[src/core/dis_pkg.sv]
// Purpose: Constants for the dual integrator conversion sequencer
// Assumes: mclk at 10 MHz; internal clock is mclk or mclk divided by four
// Notes:   Times are in ns; cycle counts are in internal clock periods
`default_nettype none
package dis_pkg;
    localparam int unsigned MCLK_HZ        = 10_000_000;
    localparam int unsigned INT_FAST_HZ    = 10_000_000;
    localparam int unsigned DIV_RATIO      = 4;
    // Data-ready delay in ns at the fast internal clock (half of 276400)
    localparam int unsigned T_DR_FAST_NS   = 138_200;
    localparam int unsigned DR_TICKS       = T_DR_FAST_NS / (1_000_000_000 / INT_FAST_HZ);
    // Minimum integration at 10 MHz internal clock
    localparam int unsigned T_MIN_INT_NS   = 160_000;
    localparam int unsigned MIN_INT_TICKS  =
        (T_MIN_INT_NS + (1_000_000_000 / INT_FAST_HZ) - 1) / (1_000_000_000 / INT_FAST_HZ);
    localparam int unsigned RECOV_TICKS    = 5000;
    localparam int unsigned RECOV_COUNT    = 3;
    localparam int unsigned CNT_W          = 16;
    // Converter busy time and capacitor precharge time, internal periods
    localparam int unsigned INTEGRATE_TOGGLE_TICKS     = 1000;
    localparam int unsigned PRECH_TICKS    = 100;
    // Configuration register layout
    localparam int unsigned CFG_W          = 16;
    localparam int unsigned CFG_CLKDIV_BIT = 13;
    localparam int unsigned CFG_RANGE_LSB  = 8;
    localparam logic [15:0] CFG_RESET      = 16'h0000;

    typedef enum logic [1:0] {
        DIS_RANGE_3PF  = 2'h0,
        DIS_RANGE_12P5 = 2'h1,
        DIS_RANGE_25PF = 2'h2,
        DIS_RANGE_37P5 = 2'h3
    } dis_range_t;

    // One-hot side phases
    typedef enum logic [3:0] {
        DIS_INTEG = 4'h1,
        DIS_INTEGRATE_TOGGLE  = 4'h2,
        DIS_PRECH = 4'h4,
        DIS_WAIT  = 4'h8
    } dis_phase_t;
endpackage
`default_nettype wire

[src/core/dis_side_if.sv]
// Purpose: Carries per-side phase and timing between sequencer and side
// Assumes: One clock domain
// Notes:   Timer ticks are internal clock enables
`default_nettype none
interface dis_side_if;
    logic                    tick;
    logic                    start_int;
    logic                    stop_int;
    dis_pkg::dis_phase_t     phase;
    modport ctrl (output tick, output start_int, output stop_int, input phase);
    modport side (input tick, input start_int, input stop_int, output phase);
endinterface
`default_nettype wire

[src/core/dis_side.sv]
// Purpose: Phase sequencer of one integrator side
// Assumes: Start and stop are one-cycle pulses on toggle edges
// Notes:   Convert, precharge, then wait until the next start
`default_nettype none
module dis_side (
    // Clock and reset
    input  wire logic  clk,
    input  wire logic  rst_n,
    // Control
    dis_side_if.side   sif
);
    logic [dis_pkg::CNT_W-1:0] cnt_reg;

    always_ff @(posedge clk or negedge rst_n) begin
        if (!rst_n) begin
            sif.phase <= dis_pkg::DIS_WAIT;
            cnt_reg   <= '0;
        end else if (sif.start_int) begin
            sif.phase <= dis_pkg::DIS_INTEG;
            cnt_reg   <= '0;
        end else begin
            case (sif.phase)
                dis_pkg::DIS_INTEG: begin
                    if (sif.stop_int) begin
                        sif.phase <= dis_pkg::DIS_INTEGRATE_TOGGLE;
                        cnt_reg   <= '0;
                    end
                end
                dis_pkg::DIS_INTEGRATE_TOGGLE: begin
                    if (sif.tick) begin
                        if (cnt_reg == dis_pkg::CNT_W'(dis_pkg::INTEGRATE_TOGGLE_TICKS - 1)) begin
                            sif.phase <= dis_pkg::DIS_PRECH;
                            cnt_reg   <= '0;
                        end else begin
                            cnt_reg <= cnt_reg + 1'b1;
                        end
                    end
                end
                dis_pkg::DIS_PRECH: begin
                    if (sif.tick) begin
                        if (cnt_reg == dis_pkg::CNT_W'(dis_pkg::PRECH_TICKS - 1)) begin
                            sif.phase <= dis_pkg::DIS_WAIT;
                            cnt_reg   <= '0;
                        end else begin
                            cnt_reg <= cnt_reg + 1'b1;
                        end
                    end
                end
                default: begin
                    sif.phase <= dis_pkg::DIS_WAIT;
                end
            endcase
        end
    end
endmodule
`default_nettype wire

[src/core/dis_seq.sv]
// Purpose: Dual integrator conversion sequencer top
// Assumes: Toggle, shift clock and config port come from pins
// Notes:   Switch controls are levels applied to all 64 channels at once
`default_nettype none
module dis_seq #(
    parameter int unsigned DR_TICKS    = dis_pkg::DR_TICKS,
    parameter int unsigned MIN_TICKS   = dis_pkg::MIN_INT_TICKS,
    parameter int unsigned RECOV_TICKS = dis_pkg::RECOV_TICKS
) (
    // Clock and reset
    input  wire logic        mclk,
    input  wire logic        nrst,
    // Conversion control
    input  wire logic        integrate_toggle,
    input  wire logic        shift_clock,
    // Configuration port
    input  wire logic        cfg_data,
    input  wire logic        cfg_clock,
    // Front end controls
    output logic             int_a,
    output logic             int_b,
    output logic             integrate_toggle_a,
    output logic             integrate_toggle_b,
    output logic             prech_a,
    output logic             prech_b,
    output logic [1:0]       cap_range,
    output logic             suspended,
    // Status
    output logic             data_ready_n
);
    logic [1:0]                rst_sync_reg;
    logic                      rst_n;
    logic [1:0]                tog_sync_reg;
    logic                      tog_reg;
    logic [1:0]                sck_sync_reg;
    logic                      sck_reg;
    logic [1:0]                ccl_sync_reg;
    logic                      ccl_reg;
    logic [1:0]                cdt_sync_reg;
    logic [dis_pkg::CFG_W-1:0] cfg_reg;
    logic [1:0]                div_reg;
    logic                      tick;
    logic                      rise;
    logic                      fall;
    logic                      edge_any;
    logic [dis_pkg::CNT_W-1:0] int_cnt_reg;
    logic [dis_pkg::CNT_W-1:0] dr_cnt_reg;
    logic                      dr_run_reg;
    logic                      susp_reg;
    logic [1:0]                recov_reg;
    logic                      sck_hi_reg;
    logic                      started_reg;
    dis_side_if                sa ();
    dis_side_if                sb ();

    always_ff @(posedge mclk or negedge nrst) begin
        if (!nrst) begin
            rst_sync_reg <= 2'h0;
        end else begin
            rst_sync_reg <= {rst_sync_reg[0], 1'b1};
        end
    end
    assign rst_n = rst_sync_reg[1];

    // Pin synchronisers; the delayed copies feed edge detection
    always_ff @(posedge mclk or negedge rst_n) begin
        if (!rst_n) begin
            tog_sync_reg <= 2'h0;
            tog_reg      <= 1'b0;
            sck_sync_reg <= 2'h0;
            sck_reg      <= 1'b0;
            ccl_sync_reg <= 2'h0;
            ccl_reg      <= 1'b0;
            cdt_sync_reg <= 2'h0;
        end else begin
            tog_sync_reg <= {tog_sync_reg[0], integrate_toggle};
            tog_reg      <= tog_sync_reg[1];
            sck_sync_reg <= {sck_sync_reg[0], shift_clock};
            sck_reg      <= sck_sync_reg[1];
            ccl_sync_reg <= {ccl_sync_reg[0], cfg_clock};
            ccl_reg      <= ccl_sync_reg[1];
            cdt_sync_reg <= {cdt_sync_reg[0], cfg_data};
        end
    end

    assign rise     = tog_sync_reg[1] & ~tog_reg;
    assign fall     = ~tog_sync_reg[1] & tog_reg;
    assign edge_any = rise | fall;

    // Config shift register, MSB first on cfg clock rising edge
    always_ff @(posedge mclk or negedge rst_n) begin
        if (!rst_n) begin
            cfg_reg <= dis_pkg::CFG_RESET;
        end else if (ccl_sync_reg[1] & ~ccl_reg) begin
            cfg_reg <= {cfg_reg[dis_pkg::CFG_W-2:0], cdt_sync_reg[1]};
        end
    end

    // Common range for every integrator
    assign cap_range = cfg_reg[dis_pkg::CFG_RANGE_LSB +: 2];

    // Internal clock enable: every cycle or one in four
    always_ff @(posedge mclk or negedge rst_n) begin
        if (!rst_n) begin
            div_reg <= 2'h0;
        end else begin
            div_reg <= div_reg + 2'h1;
        end
    end
    assign tick = cfg_reg[dis_pkg::CFG_CLKDIV_BIT] ? 1'b1 : (div_reg == 2'h3);

    // Integration length in internal periods, restarted at every edge
    always_ff @(posedge mclk or negedge rst_n) begin
        if (!rst_n) begin
            int_cnt_reg <= '0;
        end else if (edge_any) begin
            int_cnt_reg <= '0;
        end else if (tick && int_cnt_reg != '1) begin
            int_cnt_reg <= int_cnt_reg + 1'b1;
        end
    end

    // Minimum-time check and three-integration recovery
    always_ff @(posedge mclk or negedge rst_n) begin
        if (!rst_n) begin
            susp_reg    <= 1'b0;
            recov_reg   <= 2'h0;
            started_reg <= 1'b0;
        end else if (edge_any) begin
            started_reg <= 1'b1;
            if (started_reg && int_cnt_reg < dis_pkg::CNT_W'(MIN_TICKS)) begin
                susp_reg  <= 1'b1;
                recov_reg <= 2'h0;
            end else if (susp_reg) begin
                if (started_reg && int_cnt_reg >= dis_pkg::CNT_W'(RECOV_TICKS)) begin
                    if (recov_reg == 2'(dis_pkg::RECOV_COUNT - 1)) begin
                        susp_reg  <= 1'b0;
                        recov_reg <= 2'h0;
                    end else begin
                        recov_reg <= recov_reg + 2'h1;
                    end
                end else begin
                    recov_reg <= 2'h0;
                end
            end
        end
    end
    assign suspended = susp_reg;

    // Side sequencing
    assign sa.tick      = tick;
    assign sb.tick      = tick;
    assign sa.start_int = rise & ~susp_reg;
    assign sa.stop_int  = fall;
    assign sb.start_int = fall & ~susp_reg;
    assign sb.stop_int  = rise;

    dis_side u_side_a (
        .clk   (mclk),
        .rst_n (rst_n),
        .sif   (sa)
    );
    dis_side u_side_b (
        .clk   (mclk),
        .rst_n (rst_n),
        .sif   (sb)
    );

    always_ff @(posedge mclk or negedge rst_n) begin
        if (!rst_n) begin
            int_a   <= 1'b0;
            int_b   <= 1'b0;
            integrate_toggle_a  <= 1'b0;
            integrate_toggle_b  <= 1'b0;
            prech_a <= 1'b0;
            prech_b <= 1'b0;
        end else begin
            int_a   <= (sa.phase == dis_pkg::DIS_INTEG);
            int_b   <= (sb.phase == dis_pkg::DIS_INTEG);
            integrate_toggle_a  <= (sa.phase == dis_pkg::DIS_INTEGRATE_TOGGLE);
            integrate_toggle_b  <= (sb.phase == dis_pkg::DIS_INTEGRATE_TOGGLE);
            prech_a <= (sa.phase == dis_pkg::DIS_PRECH);
            prech_b <= (sb.phase == dis_pkg::DIS_PRECH);
        end
    end

    // Data-ready delay timer, in internal periods from the edge
    always_ff @(posedge mclk or negedge rst_n) begin
        if (!rst_n) begin
            dr_cnt_reg <= '0;
            dr_run_reg <= 1'b0;
        end else if (edge_any && started_reg) begin
            dr_cnt_reg <= '0;
            dr_run_reg <= 1'b1;
        end else if (dr_run_reg && tick) begin
            if (dr_cnt_reg == dis_pkg::CNT_W'(DR_TICKS - 1)) begin
                dr_run_reg <= 1'b0;
            end else begin
                dr_cnt_reg <= dr_cnt_reg + 1'b1;
            end
        end
    end

    // Low on ready; high after shift clock goes high then low
    always_ff @(posedge mclk or negedge rst_n) begin
        if (!rst_n) begin
            data_ready_n <= 1'b1;
            sck_hi_reg   <= 1'b0;
        end else if (dr_run_reg && tick && dr_cnt_reg == dis_pkg::CNT_W'(DR_TICKS - 1)) begin
            data_ready_n <= 1'b0;
            sck_hi_reg   <= 1'b0;
        end else if (!data_ready_n) begin
            if (sck_sync_reg[1] & ~sck_reg) begin
                sck_hi_reg <= 1'b1;
            end else if (sck_hi_reg && !sck_sync_reg[1] && sck_reg) begin
                data_ready_n <= 1'b1;
                sck_hi_reg   <= 1'b0;
            end
        end
    end
endmodule
`default_nettype wire

[config.mk]
export PLATFORM = sky130hd
export DESIGN_NAME = dis_seq
export DESIGN_NICKNAME = d
export VERILOG_FILES = /design/src/core/dis_pkg.sv /design/src/core/dis_side_if.sv /design/src/core/dis_side.sv /design/src/core/dis_seq.sv
export SDC_FILE = /design/constraint.sdc
export NUM_CORES = 1
export LEC_CHECK = 0
export BUFFER_PORTS_ARGS = -buffer_cell sky130_fd_sc_hd__buf_2
export CORE_MARGIN = 5
export CORE_UTILIZATION = 55
export CTS_CLUSTER_DIAMETER = 40
export CTS_CLUSTER_SIZE = 28
export DETAILED_ROUTE_END_ITERATION = 16
export PLACE_DENSITY = 0.83
export RECOVER_POWER = 25
export SETUP_SLACK_MARGIN = 0.2
export SLEW_MARGIN = 20
export SYNTH_ARGS = -nofsm -noshare
export SYNTH_HDL_FRONTEND = slang
export SYNTH_SLANG_ARGS = --single-unit
[constraint.sdc]
create_clock -name mclk -period 4.8 [get_ports mclk]
set_input_delay 0.96 -clock mclk [delete_from_list [all_inputs] [get_ports mclk]]
set_output_delay 0.96 -clock mclk [all_outputs]
set_load 0.01 [all_outputs]
=== Yosys cells after proc, flatten, opt, wreduce, memory -nomap -nowiden ===
Cells that the tools add are included.
W data, S select, Z words.

* Memory bits (read-only): 0
* Logic and storage cells: 151
* Input bits: 6
* Memories kept: 0
* Register bits: 114
* Bits in writable memories: 0
* Output and inout bits: 10
* Latch bits: 0

* Mux-type cells: 53
* Bitwise gates (word level): 12
* Reduce and logical (&&, ||, !) cells: 24
* Shifts and indexed selects: 0
* Order comparisons: 2
* Equality and inequality tests: 26
* Div/mod/pow operators: 0
* Multipliers: 0
* $add $sub $neg: 6

{| class="wikitable"
|+ Operators with widths
! operator !! number
|-
| $mux W16 || 17
|-
| $pmux W16 S3 || 2
|-
| $add A16 B1 Y16 const B || 4
|-
| $mux W4 || 12
|-
| $eq A16 B10 Y1 const B || 2
|-
| $eq A16 B7 Y1 const B || 2
|-
| $pmux W4 S3 || 2
|-
| $ne A3 B3 Y1 const B || 6
|-
| $eq A16 B11 Y1 const B || 1
|-
| $ge A16 B13 Y1 const B || 1
|-
| $lt A16 B11 Y1 const B || 1
|-
| $mux W1 || 16
|-
| $ne A16 B16 Y1 const B || 1
|-
| $ne A3 B2 Y1 const B || 4
|-
| $reduce_and A5 Y1 || 2
|-
| $eq A4 B1 Y1 const B || 2
|-
| $eq A4 B2 Y1 const B || 2
|-
| $eq A4 B3 Y1 const B || 2
|-
| $logic_and A1 B1 Y1 || 8
|-
| $mux W2 || 4
|-
| $reduce_and A2 Y1 || 4
|-
| $reduce_and A4 Y1 || 2
|-
| $reduce_bool A2 Y1 || 4
|-
| $reduce_bool A4 Y1 || 2
|-
| other kinds (9) || 20
|}

=== Depth between registers and ports, before layout ===
Gate-level depths: netlist of run 1.

* Depth in word-level cells: 7
* Gate-level depth with buffers: 8
* Depth with buffers taken out: 7

=== By module ===
A second synthesis of run 1 with hierarchy kept.

* Cell total of the unflattened synthesis: 579
* Area total of the unflattened synthesis: 5929.4 um^2

{| class="wikitable"
|+ By module, submodules not included
! module !! sequential area each (um^2) !! instances !! cells each !! area each (um^2)
|-
| dis_seq || 1853.0 || 1 || 301 || 3314.4
|-
| dis_side (u_side_b) || 501.7 || 1 || 141 || 1343.8
|-
| dis_side (u_side_a) || 501.7 || 1 || 137 || 1271.2
|}

=== Least setup slack after synthesis of run 1 ===
No wires, ideal clock.

* Kind: register to register
* Start point: reg div_reg[0]
* End point: reg u_side_a.cnt_reg[11] (netlist bit)
* Path slack: 2804 ps
* Required time: 4674 ps
* Stages on the path, launching flop included: 7
* Arrival time: 1870 ps
* Path buffers: 0
* Clock period less this slack: 1996 ps
* Library setup time: 126 ps
* Path through: dfrtp_1 > ha_1 > nor2_1 > o22ai_1 > a21oi_2 > nor3_4 > a221o_1

* Longest elaborated chain between the ends: 4
* Elaborated cells between the ends (all ways): 5
* Classes of those cells: eq/ne: 3; mux: 1; reduce/logical: 1

{| class="wikitable"
|+ Ends and longest elaborated chain
! item !! RTL line !! RTL
|-
| start: declaration || dis_seq.sv:41 || <nowiki>logic [1:0] div_reg;</nowiki>
|-
| start signal: assignment || dis_seq.sv:107 || <nowiki>div_reg <= div_reg + 2'h1;</nowiki>
|-
| $eq A2 B2 Y1 * || dis_seq.sv:110 || <nowiki>assign tick = cfg_reg[dis_pkg::CFG_CLKDIV_BIT] ? 1'b1 : (div_reg == 2'h3);</nowiki>
|-
| $mux W1 * || dis_seq.sv:110 ||
|-
| $ne A3 B3 Y1 (no line) || -- ||
|-
| $reduce_and A4 Y1 (no line) * || -- ||
|-
| end signal: assignment || dis_side.sv:35 || <nowiki>cnt_reg <= cnt_reg + 1'b1;</nowiki>
|-
| end signal: assignment || dis_side.sv:45 || <nowiki>cnt_reg <= cnt_reg + 1'b1;</nowiki>
|-
| end: declaration || dis_side.sv:12 || <nowiki>logic [dis_pkg::CNT_W-1:0] cnt_reg;</nowiki>
|}

Every way passes the cells marked *; elsewhere a longest branch is shown, timed or not.
A chain may end at the register's enable or synchronous reset.

=== Worst setup path after layout of run 1 ===
* Start point: reg u_side_b.sif.phase[2]
* End point: reg u_side_b.cnt_reg[10] (netlist bit)

* Longest elaborated chain between the ends: 3
* Elaborated cells between the ends (all ways): 10
* Classes of those cells: eq/ne: 6; mux: 2; reduce/logical: 2

{| class="wikitable"
|+ Ends and longest elaborated chain
! item !! RTL line !! RTL
|-
| start: declaration || dis_side_if.sv:11 || <nowiki>modport side (input tick, input start_int, input stop_int, output phase);</nowiki>
|-
| start signal: assignment || dis_side.sv:16 || <nowiki>sif.phase <= dis_pkg::DIS_WAIT;</nowiki>
|-
| start signal: assignment || dis_side.sv:19 || <nowiki>sif.phase <= dis_pkg::DIS_INTEG;</nowiki>
|-
| start signal: assignment || dis_side.sv:25 || <nowiki>sif.phase <= dis_pkg::DIS_INTEGRATE_TOGGLE;</nowiki>
|-
| $eq A4 B1 Y1 (tied with other cells) || dis_side.sv:22 || <nowiki>case (sif.phase)</nowiki>
|-
| $ne A3 B3 Y1 (no line) (tied with other cells) || -- ||
|-
| $reduce_and A4 Y1 (no line) / $mux W16 (equally long branches) || -- ||
|-
| end signal: assignment || dis_side.sv:35 ||
|-
| end signal: assignment || dis_side.sv:45 ||
|-
| end: declaration || dis_side.sv:12 ||
|}

Several ways; a longest one is shown, not always the timed one.

==> results of run 1 <==
[placed cells by master (no fill, tap or decap), types with 8 or more instances in the layout]
master     Yosys  final
o31ai_1        8      8
a22o_1        18     18
inv_1         18     18
and2_1        14     14
nor3_1        20     20
and3_1        15     15
xor2_1        15     15
dfrtp_1      111    111
a21oi_1       12     12
clkbuf_16      0     16
nand3_1       26     26
ha_1           8      8
buf_2          3     14
nand2b_1      11     11
nor2_1        28     28
nor4_1         9     10
o21ai_0       26     26
nand2_1       28     28
nand4_1       18     18
mux2_2        14     14
nor2b_1       10      9
[metal layers]
| layer | vias to the layer above | global-route usage (%) | part of all wire (%) |
|---|---|---|---|
| met3 | 13 | 5.660 | 5.1 |
| li1 | 2060 | - | - |
| met1 | 2221 | 25.23 | 43 |
| met4 | 0 | 5.849 | 1.2 |
| met2 | 118 | 32.70 | 50 |
| met5 | - | 0 | 0 |
[per-stage QoR]
stage / total power [mW] / util [%]
floorplan: 1.221 / -
global placement: 1.249 / 57.76
detailed placement: 1.264 / 57.76
CTS: 2.502 / 63.45
global route: 2.581 / 62.84
finish: 2.479 / 62.84
[area by class of cell]
type | count | share of cell area, %
clock buffers | 28 | 7.981
clock inverters | 4 | 1.085
inverters | 19 | 1.104
multi-input cells | 389 | 41.71
flip-flops and latches | 114 | 44.23
well taps | 136 | 2.635
repair buffers | 16 | 1.259
[path summary, 6_finish.rpt]
path                                                    end  slack (ns)                         startpoint
max                        u_side_b.cnt_reg[10]$_DFFE_PN0P_        2.01  u_side_b.sif.phase[2]$_DFFE_PN0P_
min                               rst_sync_reg[1]$_DFF_PN0_        0.22                               nrst
max reg2reg                u_side_b.cnt_reg[10]$_DFFE_PN0P_        2.01  u_side_b.sif.phase[2]$_DFFE_PN0P_
min reg2reg                       rst_sync_reg[1]$_DFF_PN0_        0.34          rst_sync_reg[0]$_DFF_PN0_
max in group asynchronous  u_side_b.cnt_reg[11]$_DFFE_PN0P_        2.04          rst_sync_reg[1]$_DFF_PN0_
min in group mclk                 rst_sync_reg[1]$_DFF_PN0_        0.34          rst_sync_reg[0]$_DFF_PN0_
[power by group]
group	internal, mW	total, mW	switching, mW
logic	0.0777	0.163	0.0849
clock network	0.820	1.23	0.413
registers	1.03	1.08	0.0542
[logic make-up (layout without fill, tap and decap cells)]
kind of cell             Yosys count  count (layout)  synth area share [%]
AO/OA/AOI/OAI                    123             123                 16.00
XOR/XNOR                          20              20                 3.030
adder cells (fa/ha/maj)            8               8                 1.732
buffers and inverters             36              67                 2.987
flip-flops                       114             114                 49.42
multiplexers                      14              14                 2.727
other                              1               1               0.06487
AND/OR/NAND/NOR                  223             223                 24.05
==> flow_summary.rst, run 1 <==
.. list-table::
   :header-rows: 1

   * - Metric
     - Value
   * - Status
     - finished with violations
   * - Violations in the final reports
     - capacitance limit, slew limit
   * - Maximum number of pins on one net before global-route repair
     - 67
   * - Maximum fanout along the worst path
     - 12
   * - Minimum setup slack after placement
     - around 2.2 ns
   * - DRC Markers
     - 0
   * - Quantity of I/O buffers inserted on ports
     - 15
   * - Resized Gates After CTS
     - 0
   * - Number of maximum-capacitance violations
     - 1
   * - Clock network latency to the later pin of the worst-skew pair
     - between 0.5 and 0.6 ns
   * - HPWL Detailed
     - about 7.6 mm
   * - Post-synthesis cell type count
     - 75
   * - Dominant cell type by area after synthesis
     - dfrtp_1
   * - Remaining number of nets flagged by the antenna check after routing
     - 0
   * - H-tree levels
     - 4
   * - Layout cell share with drive strength beyond 1
     - 14.56%
   * - Achievable clock frequency
     - between 0.3 and 0.4 GHz
   * - Placed cells
     - 674
   * - Final setup fails
     - 0
   * - Sequence of cells on the critical path
     - nor4b_1 -> a32oi_1 -> and2_1 -> nor2_1 -> a22o_1
   * - Share of the yosys chip area belonging to registers
     - 49.42%
   * - Synthesized area per cell
     - between 10 and 15 sq um
   * - Post-Synthesis Net Count
     - between 500 and 600
   * - Proportion of netlist area held by the largest area contributor
     - about 48%
   * - Async set-reset flop share out of synthesis
     - 100.0%
   * - Total global routing track utilization
     - 19.72%
   * - Pin slew with the least headroom to its limit
     - about 2.5 ns
   * - Maximum buffer depth of the clock tree
     - 2
   * - Hold buffers post-CTS
     - 0
   * - Post-route fraction of the period consumed by the critical path
     - ~58%
   * - Post-CTS Setup Inserts
     - 0
   * - Final Max Slew Viols
     - between 60 and 70
   * - Worst clock skew on the final layout
     - ~0.01 ns
   * - Area post-placement
     - between 5000 and 6000 sq um
   * - Number of diodes added for antenna fixing
     - 0
   * - Rows
     - 37
   * - Total number of cells along the worst setup path
     - 5
   * - Launching element type of the critical path
     - flip-flop
   * - Data required time of the critical path
     - 5.25 ns
   * - Total via count after detailed routing
     - around 4400
   * - Number of cells traversed by the worst register-to-register path
     - 5
   * - Layout-stage area growth over the synthesis result
     - 11.73%
   * - Number of antenna violations at the first check in global routing
     - 0
   * - Detailed-routing iteration count for the pre-antenna-repair pass
     - 5
   * - Chip Height
     - 112.5 um
   * - Endpoint kind of the worst setup timing path
     - flip-flop
   * - Total congestion overflow after global routing
     - 0
   * - Final worst path period need
     - 2.787 ns
   * - Clock transition at path regs
     - roughly 0.060 ns
   * - Number of fillers in the final layout
     - between 700 and 800
   * - Clock buffer count from CTS
     - 17
   * - Std-Cell Core Area
     - 10280 sq um
   * - Routed wire per std cell
     - ~17 um
   * - Routed via count divided by cell count
     - roughly 6.2
   * - Total of flip-flops plus latches after synthesis
     - 114
   * - Hold Fails Final Rpt
     - 0
   * - Worst-path cell with the longest stage delay
     - nor4b_1
   * - Final non-filler cell total
     - approximately 710
   * - Number of global-route vias before repair
     - approximately 4400
   * - Prevailing post-synth register cell
     - dfrtp_1
   * - Design Area, Final
     - 6459 sq um
   * - Worst EP arrival
     - ~3.2 ns
   * - Worst path top cell family by delay
     - simple AND/OR/NAND/NOR gates
   * - Area enclosed by the die boundary
     - between 10000 and 15000 sq um
   * - Final weighted congestion of routability-driven global placement
     - around 0.84
   * - Headroom to the max-slew limit
     - -69.63%
   * - Final-stage net count
     - 571
   * - Count of routing violations after the opening detailed-route iteration
     - between 400 and 500
   * - Ports
     - 16
   * - Largest cells by area after synthesis
     - dfrtp_1 (48%), a22o_1 (2.7%), mux2_2 (2.7%)
   * - Horizontal die dimension
     - approximately 110 um
   * - Leakage Power
     - 2.815 nW
   * - Effective utilization at floorplan
     - between 50 and 60%
   * - Summed negative setup slack over all endpoints
     - 0 ns
   * - Slack of the critical path
     - around 2 ns
   * - Max stage delay on crit path
     - between 0.9 and 1 ns
   * - Drt total wl
     - approximately 12 mm
   * - TritonCTS clock tree
     - yes
   * - Worst Hold Margin
     - ~0.22 ns
   * - Clock Sinks
     - between 100 and 150
   * - Wire length of the first global-routing pass
     - ~21 mm
   * - Post-synth design cell area
     - between 5000 and 6000 sq um
   * - Worst min-delay path category
     - input pin to asynchronous set/reset pin
   * - Top cells by count, synth
     - dfrtp_1 (111), nand2_1 (28), nor2_1 (28), nand3_1 (26), o21ai_0 (26)
   * - Type of the worst setup path
     - flip-flop to flip-flop
   * - Sequential cell area
     - around 2900 sq um
   * - Pwr per Cell Area
     - ~380 nW/um^2
   * - RSZ-0062 raised after global routing
     - no
   * - Number of enable-type register cells in the synthesized netlist
     - 0
   * - Area taken by multi-input logic gates
     - between 2000 and 3000 sq um
   * - Dominant cell by count in the synthesized netlist
     - dfrtp_1
   * - Root Buffer Master
     - clkbuf_8
   * - Number of buffer and inverter instances along the worst setup path
     - 0
   * - Cells after Synth
     - roughly 540
   * - Synth warn
     - 0
   * - Maximum VDD drop
     - a little over 0.3 mV
Power figures use the tool's default switching activity.
==> run 2: changes to the inputs <==
clock period = 2.85 ns   (was 4.8 ns; I/O delays follow)
==> run 2 against run 1 <==
Combinational power up 88%. Flip-flop and latch count is the same. Die area unchanged. Fmax is 18% higher. Sequential power is 68% higher. Sequential share of layout area decreased by 0.94 points. The flow now finishes without violations. Final area rose by 2.3%. Largest cell class unchanged.
==> flow_summary.rst, run 2 (synthesis results as in run 1) <==
.. list-table::
   :header-rows: 1

   * - Metric
     - Value
   * - RSZ-0062 raised after global routing
     - no
   * - Final worst path period need
     - 2.356 ns (-0.4316 ns)
   * - Total via count after detailed routing
     - 4391 (-0.48%)
   * - Type of the worst setup path
     - flip-flop to flip-flop
   * - Area enclosed by the die boundary
     - 12660 sq um (unchanged)
   * - Routed via count divided by cell count
     - 6.176 (-1.2%)
   * - Endpoint kind of the worst setup timing path
     - flip-flop
   * - Wire length of the first global-routing pass
     - 20.32 mm (-1.1%)
   * - TritonCTS clock tree
     - yes
   * - Max stage delay on crit path
     - 0.55 ns (-0.39 ns)
   * - Quantity of I/O buffers inserted on ports
     - 15 (unchanged)
   * - Rows
     - 37 (unchanged)
   * - Final Max Slew Viols
     - 0 (-100%)
   * - Resized Gates After CTS
     - 0 (unchanged)
   * - HPWL Detailed
     - 7.557 mm (-0.86%)
   * - Total global routing track utilization
     - 19.82% (+0.098 points)
   * - Post-CTS Setup Inserts
     - 0 (unchanged)
   * - Number of buffer and inverter instances along the worst setup path
     - 0 (unchanged)
   * - Worst clock skew on the final layout
     - 0.01459 ns (+0.004644 ns)
   * - Worst Hold Margin
     - 0.1488 ns (-0.07082 ns)
   * - Horizontal die dimension
     - 112.5 um (unchanged)
   * - Clock network latency to the later pin of the worst-skew pair
     - 0.52 ns (about the same)
   * - Slack of the worst reg-to-reg path
     - 0.49 ns (-1.52 ns)
   * - Final weighted congestion of routability-driven global placement
     - 0.8861 (+5.6%)
   * - Headroom to the max-slew limit
     - 1.554% (+71 points)
   * - Status
     - complete, no violations
   * - Clock transition at path regs
     - 0.05 ns (about the same)
   * - Worst min-delay path category
     - input pin to flip-flop
   * - Maximum number of pins on one net before global-route repair
     - 113 (+69%)
   * - Number of antenna violations at the first check in global routing
     - 0 (unchanged)
   * - Root Buffer Master
     - clkbuf_8
   * - DRC Markers
     - 0 (unchanged)
   * - Remaining number of nets flagged by the antenna check after routing
     - 0 (unchanged)
   * - Number of diodes added for antenna fixing
     - 0 (unchanged)
   * - Layout-stage area growth over the synthesis result
     - 14.31%
   * - H-tree levels
     - 4 (unchanged)
   * - Post-route fraction of the period consumed by the critical path
     - 82.65% (+25 points)
   * - Ports
     - 16 (unchanged)
   * - Pwr per Cell Area
     - 663.6 nW/um^2 (+73%)
   * - Number of global-route vias before repair
     - 4296 (-2.3%)
   * - Detailed-routing iteration count for the pre-antenna-repair pass
     - 5 (unchanged)
   * - Design Area, Final
     - 6608 sq um (+2.3%)
   * - Clock Sinks
     - 114 (unchanged)
   * - Drt total wl
     - 11.89 mm (-0.16%)
   * - Total congestion overflow after global routing
     - 0 (unchanged)
   * - Clock buffer count from CTS
     - 17 (unchanged)
   * - Hold Fails Final Rpt
     - 0 (unchanged)
   * - Chip Height
     - 112.5 um (unchanged)
   * - Summed negative setup slack over all endpoints
     - 0 ns (unchanged)
   * - Most common cell after layout, fill and taps aside
     - dfrtp_1
   * - Worst path top cell family by delay
     - compound AO/OA/AOI/OAI gates
   * - Sequence of cells on the critical path
     - ha_1 -> nor4b_4 -> nand4_1 -> a32oi_2 -> nor2_1 -> a22o_1
   * - Area post-placement
     - 5978 sq um (+0.72%)
   * - Worst-path cell with the longest stage delay
     - a32oi_2
   * - Std-Cell Core Area
     - 10280 sq um (unchanged)
   * - Most frequent cells in the layout
     - dfrtp_1 (110), nor2_1 (28), nand2_1 (28), nand3_1 (26), o21ai_0 (26)
   * - Effective utilization at floorplan
     - 56.25% (unchanged)
   * - Maximum buffer depth of the clock tree
     - 2 (unchanged)
   * - Layout cell share with drive strength beyond 1
     - 16.17% (+1.6 points)
   * - Number of maximum-capacitance violations
     - 0 (-1)
   * - Final setup fails
     - 0 (unchanged)
   * - Launching element type of the critical path
     - flip-flop
   * - Routed wire per std cell
     - 16.72 um (-0.86%)
   * - Achievable clock frequency
     - 0.4245 GHz (+18%)
   * - Count of routing violations after the opening detailed-route iteration
     - 380 (-22%)
   * - Pin slew with the least headroom to its limit
     - 1.477 ns (-1.068 ns)
   * - Final-stage net count
     - 576 (+0.88%)
   * - Leakage Power
     - 2.851 nW (+1.3%)
   * - Maximum fanout along the worst path
     - 12 (unchanged)
   * - Number of fillers in the final layout
     - 787 (-1.4%)
   * - Data required time of the critical path
     - 3.25 ns (-2.00 ns)
   * - Worst EP arrival
     - 2.76 ns (-0.47 ns)
   * - Maximum VDD drop
     - 0.5845 mV (+88%)
## run 2: cell count changes in the layout (fill, tap and decap cells not counted), moves of 2 or more
cell,previous run,this run
buf_4,1,4
bufinv_16,2,5
clkbuf_1,6,4
clkbuf_8,7,3
clkinvlp_4,0,2
nor4b_1,7,4
nor4b_4,1,4
## run 2: worst register-to-register path: cells and delay by family, from the launching register on
| family | cells | cell delay, ns |
|---|---|---|
| AOI/OAI and AO/OA | 2 | 0.84 |
| adders and majority gates | 1 | 0.26 |
| DFF | 1 | 0.41 |
| and+or+nand+nor | 3 | 0.75 |
## run 2: routing by layer
metal / vias up / track usage, % / part of all wire (%)
met3: 14 / 5.876 / 4.3
met5: - / 0 / 0
met1: 2194 / 25.99 / 45
li1: 2070 / - / -
met2: 113 / 30.47 / 49
met4: 0 / 8.974 / 1.5
## run 2: cell type report
| cell class | count | area [sq um] | area share [%] |
|---|---|---|---|
| Clock buffer | 22 | 452.9 | 6.855 |
| Multi-Input combinational cell | 389 | 2751 | 41.64 |
| Tap cell | 136 | 170.2 | 2.575 |
| Inverter | 19 | 71.32 | 1.079 |
| Sequential cell | 114 | 2860 | 43.29 |
| Clock inverter | 10 | 180.2 | 2.727 |
| Timing Repair Buffer | 21 | 121.4 | 1.837 |
## run 2: worst paths after layout
check,cells after the start,endpoint,start
max reg2reg,6,u_side_b.cnt_reg[2]$_DFFE_PN0P_,u_side_b.cnt_reg[0]$_DFFE_PN0P_
max in group asynchronous,1,u_side_b.cnt_reg[14]$_DFFE_PN0P_,rst_sync_reg[1]$_DFF_PN0_
max,6,u_side_b.cnt_reg[2]$_DFFE_PN0P_,u_side_b.cnt_reg[0]$_DFFE_PN0P_
min in group asynchronous,2,rst_sync_reg[1]$_DFF_PN0_,nrst
min reg2reg,0,rst_sync_reg[1]$_DFF_PN0_,rst_sync_reg[0]$_DFF_PN0_
min,1,tog_sync_reg[0]$_DFF_PN0_,integrate_toggle
## run 2: where the power goes
group | internal (mW) | switching (mW)
registers | 1.73 | 0.0727
clock network | 1.55 | 0.721
logic | 0.141 | 0.166
total | 3.42 | 0.960
## run 2: what timing repair did
| item | 4_1_cts | 5_1_grt |
|---|---|---|
| hold endpoints to repair | 2 | 0 |
| setup endpoints to repair | 0 | 0 |
| hold buffers | 1 | 0 |
## run 2: metrics by stage
stage,cells,total power [mW],util [%],worst slack (ns)
floorplan,539,2.057,-,0.8541
global placement,678,2.124,58.17,0.5848
detailed placement,678,2.143,58.17,0.5459
CTS,711,4.432,64.43,0.4933
global route,711,4.568,64.29,0.3221
finish,711,4.385,64.29,0.4944
